==> config.mk <==
export PLATFORM = sky130hd
export DESIGN_NAME = hbsc_host_port
export DESIGN_NICKNAME = d
export VERILOG_FILES = /design/src/verilog/hbsc_pkg.sv /design/src/verilog/hbsc_host_port.sv
export VERILOG_INCLUDE_DIRS = /design/src /design/src/verilog
export SDC_FILE = /design/constraint.sdc
export NUM_CORES = 1
export LEC_CHECK = 0
export BUFFER_PORTS_ARGS = -buffer_cell sky130_fd_sc_hd__buf_4
export CORE_UTILIZATION = 47
export CTS_BUF_LIST = sky130_fd_sc_hd__clkbuf_16
export DETAILED_ROUTE_END_ITERATION = 12
export GPL_ROUTABILITY_DRIVEN = 0
export GPL_TIMING_DRIVEN = 0
export PLACE_DENSITY = 0.68
export REMOVE_ABC_BUFFERS = 1
export SLEW_MARGIN = 20
export SYNTH_ARGS = -nofsm -noshare
export SYNTH_HDL_FRONTEND = slang
export SYNTH_SLANG_ARGS = --single-unit
==> constraint.sdc <==
create_clock -name ref_clk -period 1.9 [get_ports ref_clk]
set_input_delay 0.19 -clock ref_clk [delete_from_list [all_inputs] [get_ports ref_clk]]
set_output_delay 0.19 -clock ref_clk [all_outputs]
set_load 0.05 [all_outputs]
==> src/verilog/hbsc_consts.svh <==
// Purpose: constants for the host bus strap configuration block
// Assumes: 16-bit host data path, straps sampled once per reset
// Notes: definitions only
`ifndef HBSC_CONSTS_SVH
`define HBSC_CONSTS_SVH

// strap bit positions inside config_strap
`define HBSC_STRAP_BUS_LSB 0
`define HBSC_STRAP_BUS_MSB 2
`define HBSC_STRAP_ENDIAN 3
`define HBSC_STRAP_PWRPOL 4

// reset values of the held configuration
`define HBSC_RST_BUS_SEL 3'h0
`define HBSC_RST_BUS_STATUS 1'h0
`define HBSC_RST_BIG_ENDIAN 1'h0
`define HBSC_RST_PWR_HIGH 1'h0

// host bus strap encodings
`define HBSC_SEL_PROC_A 3'h0
`define HBSC_SEL_PROC_B 3'h1
`define HBSC_SEL_STROBE_A 3'h3
`define HBSC_SEL_STROBE_B 3'h5
`define HBSC_SEL_GENERIC 3'h7

// cycles from an accepted access to data ready or write taken
`define HBSC_ACCESS_CYCLES 2'h2

`endif

==> src/verilog/hbsc_pkg.sv <==
// Purpose: types for the host bus strap configuration block
// Assumes: nothing beyond the constants header
// Notes: no imports anywhere; use hbsc_pkg::name
package hbsc_pkg;

    // decoded host bus protocol
    typedef enum logic [6:0] {
        HBSC_MODE_PROC_A = 7'h01,
        HBSC_MODE_PROC_B = 7'h02,
        HBSC_MODE_STROBE_A = 7'h04,
        HBSC_MODE_STROBE_B = 7'h08,
        HBSC_MODE_GENERIC_1 = 7'h10,
        HBSC_MODE_GENERIC_2 = 7'h20,
        HBSC_MODE_RESERVED = 7'h40
    } hbsc_mode_t;

    // configuration held from reset release
    typedef struct packed {
        logic [2:0] bus_sel;
        logic bus_status;
        logic big_endian;
        logic pwr_active_high;
    } hbsc_cfg_t;

    // access sequencer states
    typedef enum logic [2:0] {
        HBSC_ST_IDLE = 3'h1,
        HBSC_ST_BUSY = 3'h2,
        HBSC_ST_DONE = 3'h4
    } hbsc_state_t;

endpackage : hbsc_pkg
==> src/verilog/hbsc_host_port.sv <==
// Purpose: strap capture, mode decode and wait generation of the host bus port
// Assumes: straps and host strobes are asynchronous pins, synchronised here
// Notes: display refresh contention appears as refresh_busy
`timescale 1ns/1ns
`include "hbsc_consts.svh"

module hbsc_host_port (
    input wire logic ref_clk,
    input wire logic rstn,
    input wire logic [4:0] config_strap,
    input wire logic bus_status_n,
    input wire logic chip_select_n,
    input wire logic low_byte_write_n,
    input wire logic high_byte_write_n,
    input wire logic low_byte_read_n,
    input wire logic high_byte_read_n,
    input wire logic refresh_busy,
    input wire logic panel_power_on,
    output logic wait_n,
    output logic panel_power_out,
    output logic access_write,
    output logic [1:0] access_bytes,
    output logic access_strobe,
    output hbsc_pkg::hbsc_mode_t bus_mode,
    output logic big_endian,
    output logic mode_reserved
);

    // reset release through two flops
    // the raw reset pin is asynchronous to ref_clk
    // its assertion reaches every flop at once
    // its release is retimed so that no flop leaves reset
    // one cycle ahead of its neighbours
    // every other process of this block uses rst_sync_q only
    // the first flop may go metastable on release
    // only the second flop is read by the rest of the logic
    logic rst_meta_q;
    logic rst_sync_q;
    always_ff @(posedge ref_clk or negedge rstn) begin
        if (!rstn) begin
            rst_meta_q <= 1'h0;
            rst_sync_q <= 1'h0;
        end else begin
            rst_meta_q <= 1'h1;
            rst_sync_q <= rst_meta_q;
        end
    end

    // two-flop synchronisers for the pins
    // straps, bus status, chip select and the byte strobes
    // all come from the board and carry no timing relation
    // to ref_clk, so each passes two flops before use
    // the idle level of every one of these pins is high,
    // so the flops reset to ones: no false access and
    // no false strobe appears while reset is released
    // the cost is two cycles of latency on every pin
    // the host holds its strobes until acknowledge,
    // so the latency only lengthens the access
    localparam int PINS = 11;
    logic [PINS-1:0] pin_raw;
    logic [PINS-1:0] pin_meta_q;
    logic [PINS-1:0] pin_sync_q;
    assign pin_raw = {config_strap, bus_status_n, chip_select_n, low_byte_write_n, high_byte_write_n,
        low_byte_read_n, high_byte_read_n};
    always_ff @(posedge ref_clk or negedge rst_sync_q) begin
        if (!rst_sync_q) begin
            pin_meta_q <= '1;
            pin_sync_q <= '1;
        end else begin
            pin_meta_q <= pin_raw;
            pin_sync_q <= pin_meta_q;
        end
    end

    wire [4:0] strap_s = pin_sync_q[10:6];
    wire bus_status_s = pin_sync_q[5];
    wire cs_n_s = pin_sync_q[4];
    wire wr_lo_n_s = pin_sync_q[3];
    wire wr_hi_n_s = pin_sync_q[2];
    wire rd_lo_n_s = pin_sync_q[1];
    wire rd_hi_n_s = pin_sync_q[0];

    // one capture after release: the synchronisers need two edges to settle
    // the straps must stand still from before the release
    // until the capture edge; a board that moves them
    // later has no effect on the held configuration
    // the held copy stands until the next reset
    // captured_q blocks host accesses until then:
    // before capture the mode is unknown, so wait stays high
    // settle_q stops at 2 and never wraps
    logic [1:0] settle_q;
    logic captured_q;
    hbsc_pkg::hbsc_cfg_t cfg_q;
    wire capture_now = (settle_q == 2'h2) && !captured_q;
    always_ff @(posedge ref_clk or negedge rst_sync_q) begin
        if (!rst_sync_q) begin
            settle_q <= 2'h0;
            captured_q <= 1'h0;
            cfg_q <= {`HBSC_RST_BUS_SEL, `HBSC_RST_BUS_STATUS, `HBSC_RST_BIG_ENDIAN, `HBSC_RST_PWR_HIGH};
        end else begin
            if (settle_q != 2'h2) settle_q <= settle_q + 2'h1;
            if (capture_now) begin
                captured_q <= 1'h1;
                cfg_q <= {strap_s[`HBSC_STRAP_BUS_MSB:`HBSC_STRAP_BUS_LSB], bus_status_s,
                    strap_s[`HBSC_STRAP_ENDIAN], strap_s[`HBSC_STRAP_PWRPOL]};
            end
        end
    end

    // decode of the held host bus strap
    // three strap bits plus bus status give seven outcomes
    // the generic code is the only one that reads bus status
    // codes 2, 4 and 6 have no protocol behind them
    // and fall to the reserved outcome in the default arm
    // a reserved outcome refuses every access
    function automatic hbsc_pkg::hbsc_mode_t hbsc_decode(input logic [2:0] sel, input logic bs);
        unique case (sel)
            `HBSC_SEL_PROC_A: hbsc_decode = hbsc_pkg::HBSC_MODE_PROC_A;
            `HBSC_SEL_PROC_B: hbsc_decode = hbsc_pkg::HBSC_MODE_PROC_B;
            `HBSC_SEL_STROBE_A: hbsc_decode = hbsc_pkg::HBSC_MODE_STROBE_A;
            `HBSC_SEL_STROBE_B: hbsc_decode = hbsc_pkg::HBSC_MODE_STROBE_B;
            `HBSC_SEL_GENERIC: hbsc_decode = bs ? hbsc_pkg::HBSC_MODE_GENERIC_2 : hbsc_pkg::HBSC_MODE_GENERIC_1;
            default: hbsc_decode = hbsc_pkg::HBSC_MODE_RESERVED;
        endcase
    endfunction : hbsc_decode

    wire hbsc_pkg::hbsc_mode_t mode_d = hbsc_decode(cfg_q.bus_sel, cfg_q.bus_status);
    wire mode_ok = captured_q && (mode_d != hbsc_pkg::HBSC_MODE_RESERVED);

    // access detect: chip select with any byte strobe (generic one strobes)
    wire any_wr = !wr_lo_n_s || !wr_hi_n_s;
    wire any_rd = !rd_lo_n_s || !rd_hi_n_s;
    wire req = mode_ok && !cs_n_s && (any_wr || any_rd);

    // access sequencer: wait low until data ready or write taken
    // idle: waits for chip select with a byte strobe
    // busy: counts cycles in which refresh leaves the resource free
    // a refresh cycle stretches wait without losing the count
    // done: wait is high again; the host ends its cycle
    // and the sequencer waits for chip select to go away,
    // so one held strobe never starts a second access
    // the host sees wait inverted as its acknowledge
    hbsc_pkg::hbsc_state_t state_q;
    logic [1:0] cnt_q;
    always_ff @(posedge ref_clk or negedge rst_sync_q) begin
        if (!rst_sync_q) begin
            state_q <= hbsc_pkg::HBSC_ST_IDLE;
            cnt_q <= 2'h0;
        end else begin
            unique case (state_q)
                hbsc_pkg::HBSC_ST_IDLE: if (req) begin
                    state_q <= hbsc_pkg::HBSC_ST_BUSY;
                    cnt_q <= 2'h0;
                end
                hbsc_pkg::HBSC_ST_BUSY: if (!refresh_busy) begin
                    if (cnt_q == `HBSC_ACCESS_CYCLES - 2'h1) state_q <= hbsc_pkg::HBSC_ST_DONE;
                    else cnt_q <= cnt_q + 2'h1;
                end
                hbsc_pkg::HBSC_ST_DONE: if (cs_n_s) state_q <= hbsc_pkg::HBSC_ST_IDLE;
            endcase
        end
    end

    // registered outputs
    // every output is a flop, so the board sees no glitch
    // wait drops on the take edge and rises on the edge
    // that ends the access count
    // access_strobe marks the take for one cycle
    // access_write and access_bytes hold until the next take
    // bus_mode reads reserved until the straps are captured
    // panel power is low in reset, follows the request active low until capture, then in the strap polarity
    always_ff @(posedge ref_clk or negedge rst_sync_q) begin
        if (!rst_sync_q) begin
            wait_n <= 1'h1;
            panel_power_out <= 1'h0;
            access_write <= 1'h0;
            access_bytes <= 2'h0;
            access_strobe <= 1'h0;
            bus_mode <= hbsc_pkg::HBSC_MODE_RESERVED;
            big_endian <= 1'h0;
            mode_reserved <= 1'h0;
        end else begin
            wait_n <= !((state_q == hbsc_pkg::HBSC_ST_IDLE && req) || state_q == hbsc_pkg::HBSC_ST_BUSY)
                || (state_q == hbsc_pkg::HBSC_ST_BUSY && !refresh_busy && cnt_q == `HBSC_ACCESS_CYCLES - 2'h1);
            panel_power_out <= cfg_q.pwr_active_high ? panel_power_on : !panel_power_on;
            access_strobe <= state_q == hbsc_pkg::HBSC_ST_IDLE && req;
            if (state_q == hbsc_pkg::HBSC_ST_IDLE && req) begin
                access_write <= any_wr;
                access_bytes <= any_wr ? {!wr_hi_n_s, !wr_lo_n_s} : {!rd_hi_n_s, !rd_lo_n_s};
            end
            bus_mode <= captured_q ? mode_d : hbsc_pkg::HBSC_MODE_RESERVED;
            big_endian <= cfg_q.big_endian;
            mode_reserved <= captured_q && (mode_d == hbsc_pkg::HBSC_MODE_RESERVED);
        end
    end

endmodule : hbsc_host_port

Word level (Yosys, flattened, before mapping)
Cells that the tools add are included.
{ "op_classes": {"n_eq_ne": 17, "n_addsub": 2, "reduce_logical": 26, "muxes": 14} }
{ "ops": {"columns": ["op", "n"], "rows": [
  ["case mux 7 bit (5 select lines)", 1],
  ["two-way mux 3 bit", 4],
  ["inequality test 2 bit (second input constant)", 6],
  ["equality test 3 bit (second input constant)", 3],
  ["zero test 1 bit", 9],
  ["case mux 3 bit (3 select lines)", 1],
  ["logical AND 1 bit", 8],
  ["two-way mux 2 bit", 4],
  ["AND reduction 4 bit", 2],
  ["equality test 7 bit (second input constant)", 1],
  ["two-way mux 7 bit", 1],
  ["inequality test 7 bit (second input constant)", 1],
  ["equality test 3 x 1 -> 1 bit (second input constant)", 2],
  ["equality test 3 x 2 -> 1 bit (second input constant)", 2],
  ["two-way mux 6 bit", 1],
  ["logical OR 1 bit", 5],
  ["adder 2 x 1 -> 2 bit (second input constant)", 2],
  ["case mux 2 bit (2 select lines)", 1],
  ["zero test 3 bit", 1],
  ["equality test 2 x 1 -> 1 bit (second input constant)", 1],
  ["equality test 2 bit (second input constant)", 1],
  ["nonzero test 2 bit", 1],
  ["two-way mux 1 bit", 1]
]} }
{ "word_totals": {"reg_bits": 53} }

Logic depth before layout (Yosys ltp)
{ "depth": {"word_depth": 10, "mapped_depth": 6, "ltp_nobuf": 5} }

Worst setup path after synthesis
Ideal clock, no wire load.
{ "synth_path": {"path_kind": "reg-to-reg", "from": "register state_q[0]", "to": "register access_bytes[0]", "stages_incl_launch_ff": 5, "path_buffers": 1, "setup_ps": 125, "setup_slack_ps": 290, "arrival_ps": 1485, "cell_sequence": "dfstp_2 > nor3b_1 > and4_2 > buf_6 > mux2_2"} }
{ "synth_between": {"elab_chain_len": 2} }
{ "synth_rtl": {"columns": ["item", "line", "source"], "rows": [
  ["from (decl)", "hbsc_host_port.sv:143", "hbsc_pkg::hbsc_state_t state_q;"],
  ["from (signal assigned)", "hbsc_host_port.sv:147", "state_q <= hbsc_pkg::HBSC_ST_IDLE;"],
  ["from (signal assigned)", "hbsc_host_port.sv:152", "state_q <= hbsc_pkg::HBSC_ST_BUSY;"],
  ["from (signal assigned)", "hbsc_host_port.sv:156", "if (cnt_q == `HBSC_ACCESS_CYCLES - 2'h1) state_q <= hbsc_pkg::HBSC_ST_DONE;"],
  ["equality test 3 x 1 -> 1 bit", "hbsc_host_port.sv:187", "if (state_q == hbsc_pkg::HBSC_ST_IDLE && req) begin"],
  ["logical AND 1 bit", "hbsc_host_port.sv:187", null],
  ["to (signal assigned)", "hbsc_host_port.sv:189", "access_bytes <= any_wr ? {!wr_hi_n_s, !wr_lo_n_s} : {!rd_hi_n_s, !rd_lo_n_s};"],
  ["to (decl)", "hbsc_host_port.sv:22", "output logic [1:0] access_bytes,"]
]} }
Every way passes these cells.
A chain may end at the register's enable or synchronous reset.

Worst setup path after layout
{ "layout_path": {"from": "register state_q[0]", "to": "register access_bytes[1]"} }
Same word-level chain as after synthesis.

==> summary.txt <==
Routing
  • Vias: 1042
  • Total wire length: 2560 µm
  • Post-route ant nets: 0
  • DR iter-0 viols: 31
  • Vias per cell: 4.82
  • DRC: 0
  • 1st-pass router iterations: 4
  • Wire per inst: 11.9 µm

Floorplan
  • Core Rows: 22
  • IO Pins: 30
  • Die height: 64.3 µm
  • Die width: 64.3 µm
  • Starting Density: 49.4%
  • Die area: 4130 µm²
  • Core area: 3690 µm²

Worst setup path
  • Worst Setup Path Type: register to register
  • Reg2reg end: access_bytes[1]
  • Crit path DAT: 1.90 ns
  • Setup crit end: access_bytes[1]
  • Worst Path Max Fanout: 7
  • Critical path depth in cells: 3
  • Reg2Reg Setup Slack: 0.18 ns
  • CP max stage cell: dfstp_2
  • Worst reg2reg startpoint: state_q[0]
  • Setup crit end kind: register
  • CP peak stage delay: 0.58 ns
  • Critical path origin: state_q[0]
  • Worst R2R Path Depth: 3
  • Critical Path Source Type: register
  • Delay-heaviest family, CP: simple AND/OR/NAND/NOR gates
  • Crit-path cells: nor3b_1 -> and4_2 -> mux2_2
  • Crit path buf inv count: 0
  • CP required: 2.07 ns

STA
  • Tcrit/Tclk final: 90.6%
  • Tightest Pin Transition: 0.549 ns
  • Unrepaired setup endpoints after global routing: false
  • Setup violators final: 0
  • Min Hold Slack: 0.0129 ns
  • Post-route setup TNS: 0 ns
  • Final hold violation count: 0
  • Fin. max-slew vios: 0
  • Setup Skew: 0.00480 ns
  • Maximum clock frequency: 0.581 GHz
  • Slack of the critical path: 0.178 ns
  • Slew HR: 63.4%
  • Minimum clock period: 1.72 ns

Power
  • Part of the power in registers: 51.8%
  • Clock Power Share: 33.5%
  • Sw Share: 25.3%
  • Comb pwr share: 14.7%
  • Internal: 1.91 mW
  • Maximum vdd drop: 0.000824 V
  • Total Power: 2.56 mW
  • Pwr Density: 1080 nW/µm²
  • Net Switching: 646 µW
  • Leakage Power: 1.08 nW

Synthesis
  • Sequential-to-total area share from yosys stat: 74.5%
  • Synthesized instance count: 122
  • Simple logic cell fraction of the synthesized area: 10.5%
  • Async S/R FF share, synth: 100%
  • Adder-cell area share of the yosys netlist: 1.37%
  • Top cells by area, synth: dfrtp_1, dfstp_2, mux2_2
  • Yosys top cell by area: dfrtp_1
  • Mean post-synth cell area: 14.9 µm²
  • Complex-gate fraction of the synthesized area: 4.87%
  • Synth Area in XOR/XNOR: 0.961%
  • Top-count cell post-synth: dfrtp_1
  • Top FF cell, synth: dfrtp_1
  • Yosys top cell area share: 38.4%
  • Cell area after synthesis: 1820 µm²
  • Synthesis Warnings: 0
  • Post-synth cell types: 31
  • Proportion of synthesized area in mux cells: 4.94%
  • Largest family of logic cells by synthesized area: simple AND/OR/NAND/NOR gates
  • Flip-flop and latch count after synthesis: 53
  • Number of synthesized flops with an enable pin: 0
  • Commonest cells post-synth: dfrtp_1, dfstp_2, mux2_2

Global routing
  • GRT Total Usage: 14.5%
  • Initial antenna violation count: 0
  • Global route total overflow: 0
  • Number of global-route vias before repair: 1040
  • Largest net degree at the start of global routing: 28
  • First-pass GRT wire length: 4320 µm

Cells and area
  • Layout Utilization: 64.0%
  • # nets final: 184
  • Fill cell count: 295
  • Fin area: 2360 µm²
  • Area growth from synthesis to layout: 29.4%
  • Share of layout cells above drive strength 1: 45.2%
  • Finished Layout Cells: 216
  • Antenna cell count: 0

CTS
  • Root buffer cell: clkbuf_16
  • Clk_lat worst skew: 0.29 ns
  • CTS tree: done
  • Clk sink count: 53
  • CTS Buffer Depth: 2
  • H-tree depth: 2
  • Clock transition at the registers of the reported paths: 0.06 ns
  • Setup Buffers After CTS: 0
  • PostCTS Resize Cnt: 0
  • Total CTS buffers: 5

Placed design
  • Post-Place Cell Area: 2110 µm²
  • Pre-CTS WS: 0.212 ns
  • IO Port Bufs: 29
  • DP HPWL: 1750 µm
  • Inst Count DP: 197

Flow run
  • MaxCap Viol Count: 0

Run status
  • Outcome: complete, no violations

Hold path
  • Hold Crit Class: input pin to register
==> worst min path at each step <==
| stage | to | startpoint | slack [ns] | cells after the start |
|---|---|---|---|---|
| 6_report | pin_meta_q[5] | bus_status_n | 0.01 | 1 |
| 5_1_grt | pin_meta_q[5] | bus_status_n | 0.003 | 1 |
| 4_1_cts | pin_meta_q[3] | low_byte_write_n | 0.0004 | 1 |
| 3_5_place_dp | rst_meta_q | rstn | -0.03 | 1 |
| 2_1_floorplan | rst_meta_q | rstn | -0.11 | 0 |
| 3_3_place_gp | rst_meta_q | rstn | -0.03 | 1 |
==> cells by family (layout without fill, tap and decap cells) <==
family	count (synthesis)	count (layout)
flops	53	53
simple gates	32	32
compound gates	14	14
buf+inv	10	56
mux	8	8
fa+ha+maj	2	2
xor+xnor	2	2
other cells	1	1
==> placed cells by master (no fill, tap or decap), types with 2 or more instances in the layout <==
master and n:
o21ai_0 7, nor3b_1 3, nor2b_1 5, ha_1 2, dfstp_2 25, mux2_2 8, nand4_1 4, dfrtp_1 27
dlygate4sd3_1 11, nor2_1 5, inv_1 7, clkbuf_16 5, nand2_1 6, xnor2_1 2, buf_4 29, nor3_1 2
==> registers in the layout, summed over array words and instances, names as in the netlist, 2 cells and up <==
signal	cells
pin_meta_q	11
state_q	3
cfg_q	6
pin_sync_q	11
cnt_q	2
settle_q	2
bus_mode	7
access_bytes	2
==> power by group through the flow <==
stage | sequential, mW | clock, mW | combinational (mW)
floorplan | 1.42 | 0 | 0.162
global placement | 1.34 | 0 | 0.325
detailed placement | 1.34 | 0 | 0.360
CTS | 1.33 | 0.882 | 0.376
global route | 1.34 | 0.924 | 0.404
finish | 1.33 | 0.856 | 0.377
==> routing by layer <==
metal  part of all wire, %  routed length [µm]  GRT usage (%)
met1                    44                1130           15.7
met3                   4.8                 122           6.43
met5                     0                   0              0
met2                    49                1260           23.7
met4                   2.1                  55           7.50
==> cell type report <==
cell class	count	area (µm²)	area share, %
inverters	7	26.3	1.11
multi-input cells	59	417	17.7
clock buffers	5	125	5.30
clock inverters	3	17.5	0.742
well taps	48	60.1	2.55
flip-flops and latches	53	1360	57.6
repair buffers	41	355	15.1
==> worst register-to-register path, cell delays in order (launching register included) <==
cell	delay [ns]
dfstp_2	0.58
nor3b_1	0.32
and4_2	0.36
mux2_2	0.35
==> timing repair <==
item                                    CTS  global route
hold buffers                              9             2
endpoints found under the setup margin    0             0
endpoints found under the hold margin    10             2
No activity file was read; power rests on OpenSTA's default activity.
